===== src/rtl/cps_pkg.sv =====
package cps_pkg;

	// ----------------------------------------
	// Pattern selection
	// ----------------------------------------
	typedef enum logic [3:0] {
		pattern_scrambled_idle,
		pattern_nyquist,
		pattern_half_nyquist,
		pattern_comma,
		pattern_low_freq_signal,
		pattern_k287_deemph,
		pattern_k287_flat,
		pattern_runs_deemph,
		pattern_runs_flat
	} cps_pattern_t;

	typedef enum logic [1:0] {
		CPS_IDLE,
		CPS_ACTIVE
	} cps_state_t;

	// ----------------------------------------
	// Symbol values (8-bit data, K flag separate)
	// ----------------------------------------
	localparam logic [7:0] SYM_D00 = 8'h00;
	localparam logic [7:0] SYM_D102 = 8'h4a;
	localparam logic [7:0] SYM_D243 = 8'h78;
	localparam logic [7:0] SYM_K285 = 8'hbc;
	localparam logic [7:0] SYM_K287 = 8'hfc;

	// ----------------------------------------
	// Scrambler, run lengths, FIFO depth and synchroniser stages
	// ----------------------------------------
	localparam logic [15:0] LFSR_SEED = 16'hffff;
	localparam logic [15:0] LFSR_TAPS = 16'h0039;
	localparam int RUN_MIN = 50;
	localparam int RUN_MAX = 250;
	localparam int RUN_DEFAULT = 100;
	localparam int FIFO_DEPTH = 32;
	localparam int SYNC_STAGES = 3;

endpackage : cps_pkg


===== src/rtl/cps_fifo.sv =====
`timescale 1ns/1ps
`default_nettype none

module cps_fifo #(
	parameter int WIDTH = 12,
	parameter int DEPTH = 32
) (
	// Clock and reset
	input wire logic mclk,
	input wire logic sys_rst,
	// Fill side
	input wire logic inValid,
	output logic inReady,
	input wire logic [WIDTH-1:0] inData,
	// Drain side
	output logic outValid,
	input wire logic outReady,
	output logic [WIDTH-1:0] outData
);

	localparam int AW = $clog2(DEPTH);

	logic [WIDTH-1:0] mem [DEPTH];
	logic [AW-1:0] wrPtr_q;
	logic [AW-1:0] rdPtr_q;
	logic [AW:0] count_q;
	logic push;
	logic pop;

	assign inReady = (count_q != (AW+1)'(DEPTH));
	assign outValid = (count_q != '0);
	assign outData = mem[rdPtr_q];
	assign push = inValid && inReady;
	assign pop = outValid && outReady;

	always_ff @(posedge mclk)
	begin
		if (push)
		begin
			mem[wrPtr_q] <= inData;
		end
	end

	always_ff @(posedge mclk or posedge sys_rst)
	begin
		if (sys_rst)
		begin
			wrPtr_q <= '0;
			rdPtr_q <= '0;
			count_q <= '0;
		end
		else
		begin
			if (push)
			begin
				wrPtr_q <= (wrPtr_q == AW'(DEPTH - 1)) ? '0 : wrPtr_q + 1'b1;
			end
			if (pop)
			begin
				rdPtr_q <= (rdPtr_q == AW'(DEPTH - 1)) ? '0 : rdPtr_q + 1'b1;
			end
			count_q <= count_q + (AW+1)'(push) - (AW+1)'(pop);
		end
	end

endmodule : cps_fifo

`default_nettype wire


===== src/rtl/cps_sequencer.sv =====
`timescale 1ns/1ps
`default_nettype none

module cps_sequencer #(
	parameter int RUN_LEN = cps_pkg::RUN_DEFAULT,
	parameter int FIFO_DEPTH = cps_pkg::FIFO_DEPTH
) (
	// Clock and reset
	input wire logic mclk,
	input wire logic sys_rst,
	// Link training control
	input wire logic enterCompliance,
	output logic complianceActive,
	output logic complianceExit,
	// Receiver LFPS detection (asynchronous levels)
	input wire logic pingDetect,
	input wire logic resetDetect,
	// Transmit symbol stream
	output logic txValid,
	input wire logic txReady,
	output logic [7:0] txSymbol,
	output logic txIsK,
	output logic txDeemph,
	output logic txLfps,
	output logic txSkpAllowed,
	output logic [3:0] patternIndex
);

	// ----------------------------------------
	// Input synchronisers
	// ----------------------------------------
	logic [2:0] pingSync_q;
	logic [2:0] rstSync_q;
	logic pingLvl_q;
	logic rstLvl_q;
	logic pingEvt;
	logic rstEvt;

	always_ff @(posedge mclk or posedge sys_rst)
	begin
		if (sys_rst)
		begin
			pingSync_q <= '0;
			rstSync_q <= '0;
			pingLvl_q <= 1'b0;
			rstLvl_q <= 1'b0;
		end
		else
		begin
			pingSync_q <= {pingSync_q[1:0], pingDetect};
			rstSync_q <= {rstSync_q[1:0], resetDetect};
			if (pingSync_q[1] == pingSync_q[2])
				pingLvl_q <= pingSync_q[2];
			if (rstSync_q[1] == rstSync_q[2])
				rstLvl_q <= rstSync_q[2];
		end
	end

	assign pingEvt = (pingSync_q[1] == pingSync_q[2]) && pingSync_q[2] && !pingLvl_q;
	assign rstEvt = (rstSync_q[1] == rstSync_q[2]) && rstSync_q[2] && !rstLvl_q;

	// ----------------------------------------
	// Substate and pattern selection
	// ----------------------------------------
	cps_pkg::cps_state_t state_q;
	cps_pkg::cps_pattern_t pattern_q;

	always_ff @(posedge mclk or posedge sys_rst)
	begin
		if (sys_rst)
		begin
			state_q <= cps_pkg::CPS_IDLE;
			pattern_q <= cps_pkg::pattern_scrambled_idle;
			complianceExit <= 1'b0;
		end
		else
		begin
			complianceExit <= 1'b0;
			case (state_q)
				cps_pkg::CPS_IDLE:
					if (enterCompliance)
					begin
						state_q <= cps_pkg::CPS_ACTIVE;
						pattern_q <= cps_pkg::pattern_scrambled_idle;
					end
				cps_pkg::CPS_ACTIVE:
					if (rstEvt)
					begin
						state_q <= cps_pkg::CPS_IDLE;
						complianceExit <= 1'b1;
					end
					else if (pingEvt)
					begin
						if (pattern_q == cps_pkg::pattern_runs_flat)
							pattern_q <= cps_pkg::pattern_scrambled_idle;
						else
							pattern_q <= cps_pkg::cps_pattern_t'(pattern_q + 4'h1);
					end
				default: state_q <= cps_pkg::CPS_IDLE;
			endcase
		end
	end

	// ----------------------------------------
	// Pattern generator into FIFO
	// ----------------------------------------
	logic active;
	logic [15:0] lfsr_q;
	logic [7:0] runCnt_q;
	logic runHigh_q;
	logic genValid;
	logic genReady;
	logic [7:0] genSym;
	logic genK;
	logic genDe;
	logic genLf;
	logic [11:0] fifoOut;
	logic fifoValid;
	logic fifoReady;

	assign active = (state_q == cps_pkg::CPS_ACTIVE);
	assign genValid = active;

	// scrambler advances only for the first pattern
	always_ff @(posedge mclk or posedge sys_rst)
	begin
		if (sys_rst)
			lfsr_q <= cps_pkg::LFSR_SEED;
		else if (!active)
			lfsr_q <= cps_pkg::LFSR_SEED;
		else if (genReady && pattern_q == cps_pkg::pattern_scrambled_idle)
			lfsr_q <= {lfsr_q[14:0], ^(lfsr_q & cps_pkg::LFSR_TAPS)};
	end

	localparam int RUN_CEIL = (RUN_LEN + 7) / 8;
	localparam int RUN_BYTES = (RUN_CEIL * 8 > cps_pkg::RUN_MAX) ? RUN_CEIL - 1 : RUN_CEIL;
	always_ff @(posedge mclk or posedge sys_rst)
	begin
		if (sys_rst)
		begin
			runCnt_q <= '0;
			runHigh_q <= 1'b1;
		end
		else if (!active)
		begin
			runCnt_q <= '0;
			runHigh_q <= 1'b1;
		end
		else if (genReady)
			if (runCnt_q == 8'(RUN_BYTES - 1))
			begin
				runCnt_q <= '0;
				runHigh_q <= !runHigh_q;
			end
			else
				runCnt_q <= runCnt_q + 8'h01;
	end

	always_comb
	begin
		genSym = cps_pkg::SYM_D00;
		genK = 1'b0;
		genDe = 1'b1;
		genLf = 1'b0;
		case (pattern_q)
			cps_pkg::pattern_scrambled_idle: genSym = cps_pkg::SYM_D00 ^ lfsr_q[15:8];
			cps_pkg::pattern_nyquist: genSym = cps_pkg::SYM_D102;
			cps_pkg::pattern_half_nyquist: genSym = cps_pkg::SYM_D243;
			cps_pkg::pattern_comma:
			begin
				genSym = cps_pkg::SYM_K285;
				genK = 1'b1;
			end
			cps_pkg::pattern_low_freq_signal: genLf = 1'b1;
			cps_pkg::pattern_k287_deemph:
			begin
				genSym = cps_pkg::SYM_K287;
				genK = 1'b1;
			end
			cps_pkg::pattern_k287_flat:
			begin
				genSym = cps_pkg::SYM_K287;
				genK = 1'b1;
				genDe = 1'b0;
			end
			cps_pkg::pattern_runs_deemph: genSym = runHigh_q ? 8'hff : 8'h00;
			cps_pkg::pattern_runs_flat:
			begin
				genSym = runHigh_q ? 8'hff : 8'h00;
				genDe = 1'b0;
			end
			default: genSym = cps_pkg::SYM_D00;
		endcase
	end

	cps_fifo #(
		.WIDTH(12),
		.DEPTH(FIFO_DEPTH)
	) uFifo (
		.mclk(mclk),
		.sys_rst(sys_rst),
		.inValid(genValid),
		.inReady(genReady),
		.inData({genLf, genDe, genK, 1'b0, genSym}),
		.outValid(fifoValid),
		.outReady(fifoReady),
		.outData(fifoOut)
	);

	// ----------------------------------------
	// Output register stage
	// ----------------------------------------
	assign fifoReady = !txValid || txReady;

	always_ff @(posedge mclk or posedge sys_rst)
	begin
		if (sys_rst)
		begin
			txValid <= 1'b0;
			txSymbol <= '0;
			txIsK <= 1'b0;
			txDeemph <= 1'b1;
			txLfps <= 1'b0;
		end
		else if (fifoReady)
		begin
			txValid <= fifoValid;
			txSymbol <= fifoOut[7:0];
			txIsK <= fifoOut[9];
			txDeemph <= fifoOut[10];
			txLfps <= fifoOut[11];
		end
	end

	always_ff @(posedge mclk or posedge sys_rst)
	begin
		if (sys_rst)
		begin
			complianceActive <= 1'b0;
			txSkpAllowed <= 1'b1;
			patternIndex <= '0;
		end
		else
		begin
			complianceActive <= active;
			txSkpAllowed <= !active && !enterCompliance;
			patternIndex <= 4'(pattern_q);
		end
	end
endmodule : cps_sequencer

`default_nettype wire


===== config.mk =====
export PLATFORM = sky130hd
export DESIGN_NAME = cps_sequencer
export DESIGN_NICKNAME = d
export VERILOG_FILES = /design/src/rtl/cps_pkg.sv /design/src/rtl/cps_fifo.sv /design/src/rtl/cps_sequencer.sv
export SDC_FILE = /design/constraint.sdc
export NUM_CORES = 1
export LEC_CHECK = 0
export BUFFER_PORTS_ARGS = -buffer_cell sky130_fd_sc_hd__buf_4
export CAP_MARGIN = 30
export CORE_MARGIN = 2
export CORE_UTILIZATION = 50
export CTS_BUF_LIST = sky130_fd_sc_hd__clkbuf_16
export CTS_CLUSTER_SIZE = 14
export DETAILED_ROUTE_END_ITERATION = 8
export PLACE_DENSITY = 0.74
export SYNTH_ARGS = -nofsm -noshare
export SYNTH_HDL_FRONTEND = slang
export SYNTH_HIERARCHICAL = 1
export SYNTH_SLANG_ARGS = --single-unit

===== constraint.sdc =====
create_clock -name mclk -period 3.3 [get_ports mclk]
set_clock_uncertainty 0.1 [all_clocks]
set_input_delay 0.33 -clock mclk [delete_from_list [all_inputs] [get_ports mclk]]
set_output_delay 0.33 -clock mclk [all_outputs]
set_load 0.02 [all_outputs]

; ---- Word level (Yosys, flattened, before mapping)
; Memories as Yosys holds them, arrays and structs flattened. A register that Yosys moved wholly into a read port is not among the register bits.
; Cells that the tools add are included.
[totals]
output_inout_bits = 19
regBits = 63
wordCells = 100
ram_bits = 352
memories = 1
input_bits = 6
[classes]
reduce_logical = 27
add_sub_neg = 6
eq_ne = 22
n_mux = 27
[mem_list]
columns = memory, depth, word_bits, rd, rd_ports_with_merged_regs, wr, line_no
row1 = uFifo.mem, 32, 11, 1, 1, 1, cps_fifo.sv:23  ; logic [WIDTH-1:0] mem [DEPTH];
[op_table]
columns = op, n
row1 = $pmux 8 s6, 1
row2 = $mux 16, 2
row3 = $mux 8, 4
row4 = $eq 4x3->1 const B, 4
row5 = $mux 4, 4
row6 = $reduce_xor 16->1, 1
row7 = $add 5x1->5 const B, 2
row8 = $eq 5x5->1 const B, 2
row9 = $mux 1, 10
row10 = $mux 5, 2
row11 = $add 8x1->8 const B, 1
row12 = $eq 4x2->1 const B, 2
row13 = $eq 8x4->1 const B, 1
row14 = $logic_and 1x1->1, 8
row15 = $ne 2x2->1 const B, 4
row16 = $pmux 4 s2, 1
row17 = $add 6x1->6, 1
row18 = $logic_not 1->1, 6
row19 = $ne 2x1->1 const B, 3
row20 = $ne 6x6->1 const B, 1
row21 = $reduce_bool 6->1, 1
row22 = $reduce_or 2->1, 3
row23 = $sub 6x1->6, 1
row24 = $add 4x1->4 const B, 1
row25 = 13 further kinds, 16

; ---- Depth between registers and ports, before layout
[logic_depth]
word_depth = 6
ltp_mapped = 14
depth_no_buf = 13

; ---- Hierarchy
; The synthesis kept the hierarchy.
[modules_own_cells]
columns = module, instances, seq_area_each_um2, cells_per_inst, area_per_inst_um2
row1 = cps_fifo, 1, 11931.4, 781, 15802.7
row2 = cps_sequencer, 1, 1450.1, 204, 2477.4

; ---- Worst setup path before layout
; No wires, ideal clock.
[synth_timing]
path_kind = reg2reg
startpoint = reg pattern_q[0]
endpoint = mem uFifo/mem[0][6] in the netlist's numbering, data pin
setup_slack_ns = 0.410
setup_ns = 0.454
arrival_ns = 2.336
path_stages_with_launch = 7
period_less_slack_ns = 2.890
n_path_buf = 1
required_ns = 2.746
path_cell_list = dfrtp_1 -> inv_1 -> ha_1 -> clkbuf_2 -> nor2b_1 -> a21boi_0 -> o21ai_0
[synth_between]
elab_chain_cells = 3
elab_cells_between_ends = 11
cone_classes = eq/ne (7) / mux (1) / reduce/logical (3)
[synth_lines]
columns = item, line_no
row1 = from (decl), cps_sequencer.sv:66  ; cps_pkg::cps_pattern_t pattern_q;
row2 = from (signal assigned), cps_sequencer.sv:73  ; pattern_q <= cps_pkg::pattern_scrambled_idle;
row3 = from (signal assigned), cps_sequencer.sv:84  ; pattern_q <= cps_pkg::pattern_scrambled_idle;
row4 = from (signal assigned), cps_sequencer.sv:95  ; pattern_q <= cps_pkg::pattern_scrambled_idle;
row5 = $eq 4x4->1 or $eq 4x3->1 (tied branches), cps_sequencer.sv:165  ; case (pattern_q)
row6 = $reduce_or 2->1 (no line), --
row7 = $pmux 8 s6 (*), cps_sequencer.sv:165
row8 = named net genSym[6], cps_sequencer.sv:113  ; logic [7:0] genSym;
row9 = to (decl), cps_fifo.sv:23
; The timed path passes the listed nets; every way through them passes the cells marked *.

; ---- Worst setup path in the final report
[layout_timing]
startpoint = reg uFifo.count_q[2]
endpoint = reg uFifo.count_q[4]
[layout_between]
elab_cells_between_ends = 6
cone_classes = add/sub (2) / eq/ne (1) / reduce/logical (3)
[layout_lines]
columns = item, line_no
row1 = from (decl), cps_fifo.sv:26  ; logic [AW:0] count_q;
row2 = from (signal assigned), cps_fifo.sv:62  ; count_q <= count_q + (AW+1)'(push) - (AW+1)'(pop);
row3 = $reduce_bool 6->1, cps_fifo.sv:31  ; assign outValid = (count_q != '0);
row4 = named net fifoValid, cps_sequencer.sv:118  ; logic fifoValid;
row5 = $logic_and 1x1->1, cps_fifo.sv:34  ; assign pop = outValid && outReady;
row6 = named net uFifo.pop, cps_fifo.sv:28  ; logic pop;
row7 = $sub 6x1->6, cps_fifo.sv:62
; The timed path passes the listed nets, and every way through them passes these cells.
; A chain may end at the register's enable or synchronous reset.

==> results.cfg <==
[layout]
areaGrowthSynthToFinish_pct = 13.7
layout-drive-gt1-share_pct = 25.0
diodes = 0
n_fill_cell = 2434
final_common_cell = edfxtp_1
final_cell_mix = 352 x edfxtp_1, 79 x buf_4, 58 x mux4_2
nNetsFinal = 1050
final_cell_area_sq_mm = 0.0194

[floorplan]
die_w_microns = 189
row_count = 67
design.die.area_sq_mm = 0.0357
dieHeight_microns = 189
io_pins = 25
coreArea_sq_mm = 0.0336
initial_core_util_pct = 50.8

[min_path]
min_to = pingSync_q[1]
hold_start = pingSync_q[0]
holdPathStages = 0
hold_class = reg -> reg

[global_routing]
grt_pass1_vias = 8761
grt_usage_pct = 20.0
grt_max_degree = 34
antenna_found_initial = 0
grt_pass1_wl_microns = 53600
grt_overflow = 0

[drt]
ant_nets = 0
vias = 8847
drt_first_iter_violations = 892
routed_via_density = 5.90
wl_microns = 35400
drc = 0
drtPass1Iterations = 5
wl_per_cell_microns = 23.6

[clock_tree]
clockBufferDepth = 3
htreeDepth = 2
clk_pin_slew_ps = 60
cts_tree = done
cts-root-buf = clkbuf_16
clock_latency_ps = 540
numCtsBuffers = 43
clock-sinks = 425

[timing]
slew_headroom_pct = 29.0
finalCriticalPeriod_ps = 3060
setup_viol = 0
fmax_ghz = 0.327
hold_violations = 0
worstMarginPinSlew_ps = 1060
fin_setup_tns_ps = 0
min_period_over_period_pct = 92.6
rsz0062_at_grt = false
drv_slew = 0

[pwr]
p_seq_share_pct = 43.9
power_density_mw_per_mm2 = 1000
power_frac_comb_pct = 32.2
peakVddDrop_v = 0.000932
switching_power_w = 0.00657
total_leakage_power_nw = 6.84
power.internal_w = 0.0129
pwr-share-clk_pct = 23.9
switching_share_pct = 33.8

[placement]
gp_congestion = 0.764
io_buffers = 24
dpl_cell_area_sq_mm = 0.0180
place_hpwl_microns = 21400

[synth]
synth_cells = 935
syn_area_per_cell_sq_um = 18.3
synth_warnings = 6
syn_area_sq_mm = 0.0171
synthesis.nets = 966

[critical_path]
worstReg2RegEnd = uFifo/count_q[4]
critical_path_required_ps = 3660
r2r_slack_ps = 240
worst-setup-path-type = reg -> reg
setup.worst_path.start = uFifo/count_q[2]
crit_path_end_kind = flip-flop
r2r-start = uFifo/count_q[2]
cp.arrival_ps = 3420
reg2regPathDepth = 13
worst-path-max-fanout = 7
cp-start-kind = flip-flop

[run_status]
outcome = finished, final reports clean

[flow_run]
cap_viol_max_count = 0
==> worst max-delay path by stage <==
stage | to | depth (start not counted) | slack (ps)
after CTS | uFifo/count_q[4] | 13 | 180
after floorplan | uFifo/mem[0][6] | 6 | 410
after detailed placement | uFifo/count_q[4] | 13 | 210
after global placement | uFifo/count_q[4] | 13 | 270
after global routing | uFifo/count_q[4] | 13 | 20
final | uFifo/count_q[4] | 13 | 240
==> sequential cells by signal, summed over array words and instances (netlist names), 3 cells and up <==
name           count
uFifo/count_q      6
runCnt_q           8
uFifo/rdPtr_q      5
pattern_q          4
pingSync_q         3
uFifo/mem        352
uFifo/wrPtr_q      5
patternIndex       4
rstSync_q          3
lfsr_q            16
txSymbol           8
==> final cells by class <==
cell class / count / area [sq um] / area share (%)
clock inverters: 34 / 246 / 1.27
repair buffers: 87 / 687 / 3.54
inverters: 22 / 82.6 / 0.425
flip-flops and latches: 425 / 12400 / 64.0
multi-input cells: 440 / 4320 / 22.2
clock buffers: 44 / 1100 / 5.67
well taps: 448 / 561 / 2.89
==> per-stage QoR <==
| step | util (%) | power [W] | hold WS (ps) | worst slack (ps) | cells |
|---|---|---|---|---|---|
| final | 57.8 | 0.0195 | 247 | 243 | 1500 |
| after global routing | 57.8 | 0.0203 | 253 | 23.2 | 1500 |
| after CTS | 57.5 | 0.0195 | 248 | 184 | 1489 |
| after detailed placement | 53.4 | 0.0149 | 235 | 213 | 1407 |
| after global placement | 53.3 | 0.0147 | 236 | 267 | 1402 |
| after floorplan | - | 0.0125 | 144 | 410 | 935 |
==> timing repair <==
action                                  CTS  global route
hold endpoints to repair                 40             0
hold buffers                              4             0
buffers inserted                          0             0
gates resized for setup                   0             1
endpoints found under the setup margin    0             2
==> routing by layer <==
| layer | routed length (microns) | track usage [%] | vias to the layer above | part of all wire [%] |
|---|---|---|---|---|
| met2 | 16900 | 32.0 | 366 | 48 |
| met3 | 2500 | 3.32 | 55 | 7.1 |
| met4 | 686 | 5.14 | 0 | 1.9 |
| li1 | - | - | 3887 | - |
| met1 | 15300 | 29.0 | 4539 | 43 |
| met5 | 0 | 0 | - | 0 |
==> worst max-delay path, cell delays in order (launching register included) <==
cell and delay (ps):
dfrtp_1 380, inv_1 90, ha_1 180, nand4bb_1 370
nand2_2 310, inv_1 140, ha_1 290, inv_1 40
ha_1 200, fa_1 440, a21oi_1 150, nor2_1 50
nor2_1 110, xnor2_1 130
==> power groups by stage <==
stage	clock network, W	logic (W)	registers [W]
floorplan	0	0.00405	0.00844
global placement	0	0.00606	0.00861
detailed placement	0	0.00623	0.00865
CTS	0.00470	0.00627	0.00854
global route	0.00493	0.00675	0.00863
finish	0.00464	0.00627	0.00854
Note: power is estimated with default switching activity, not from simulation.
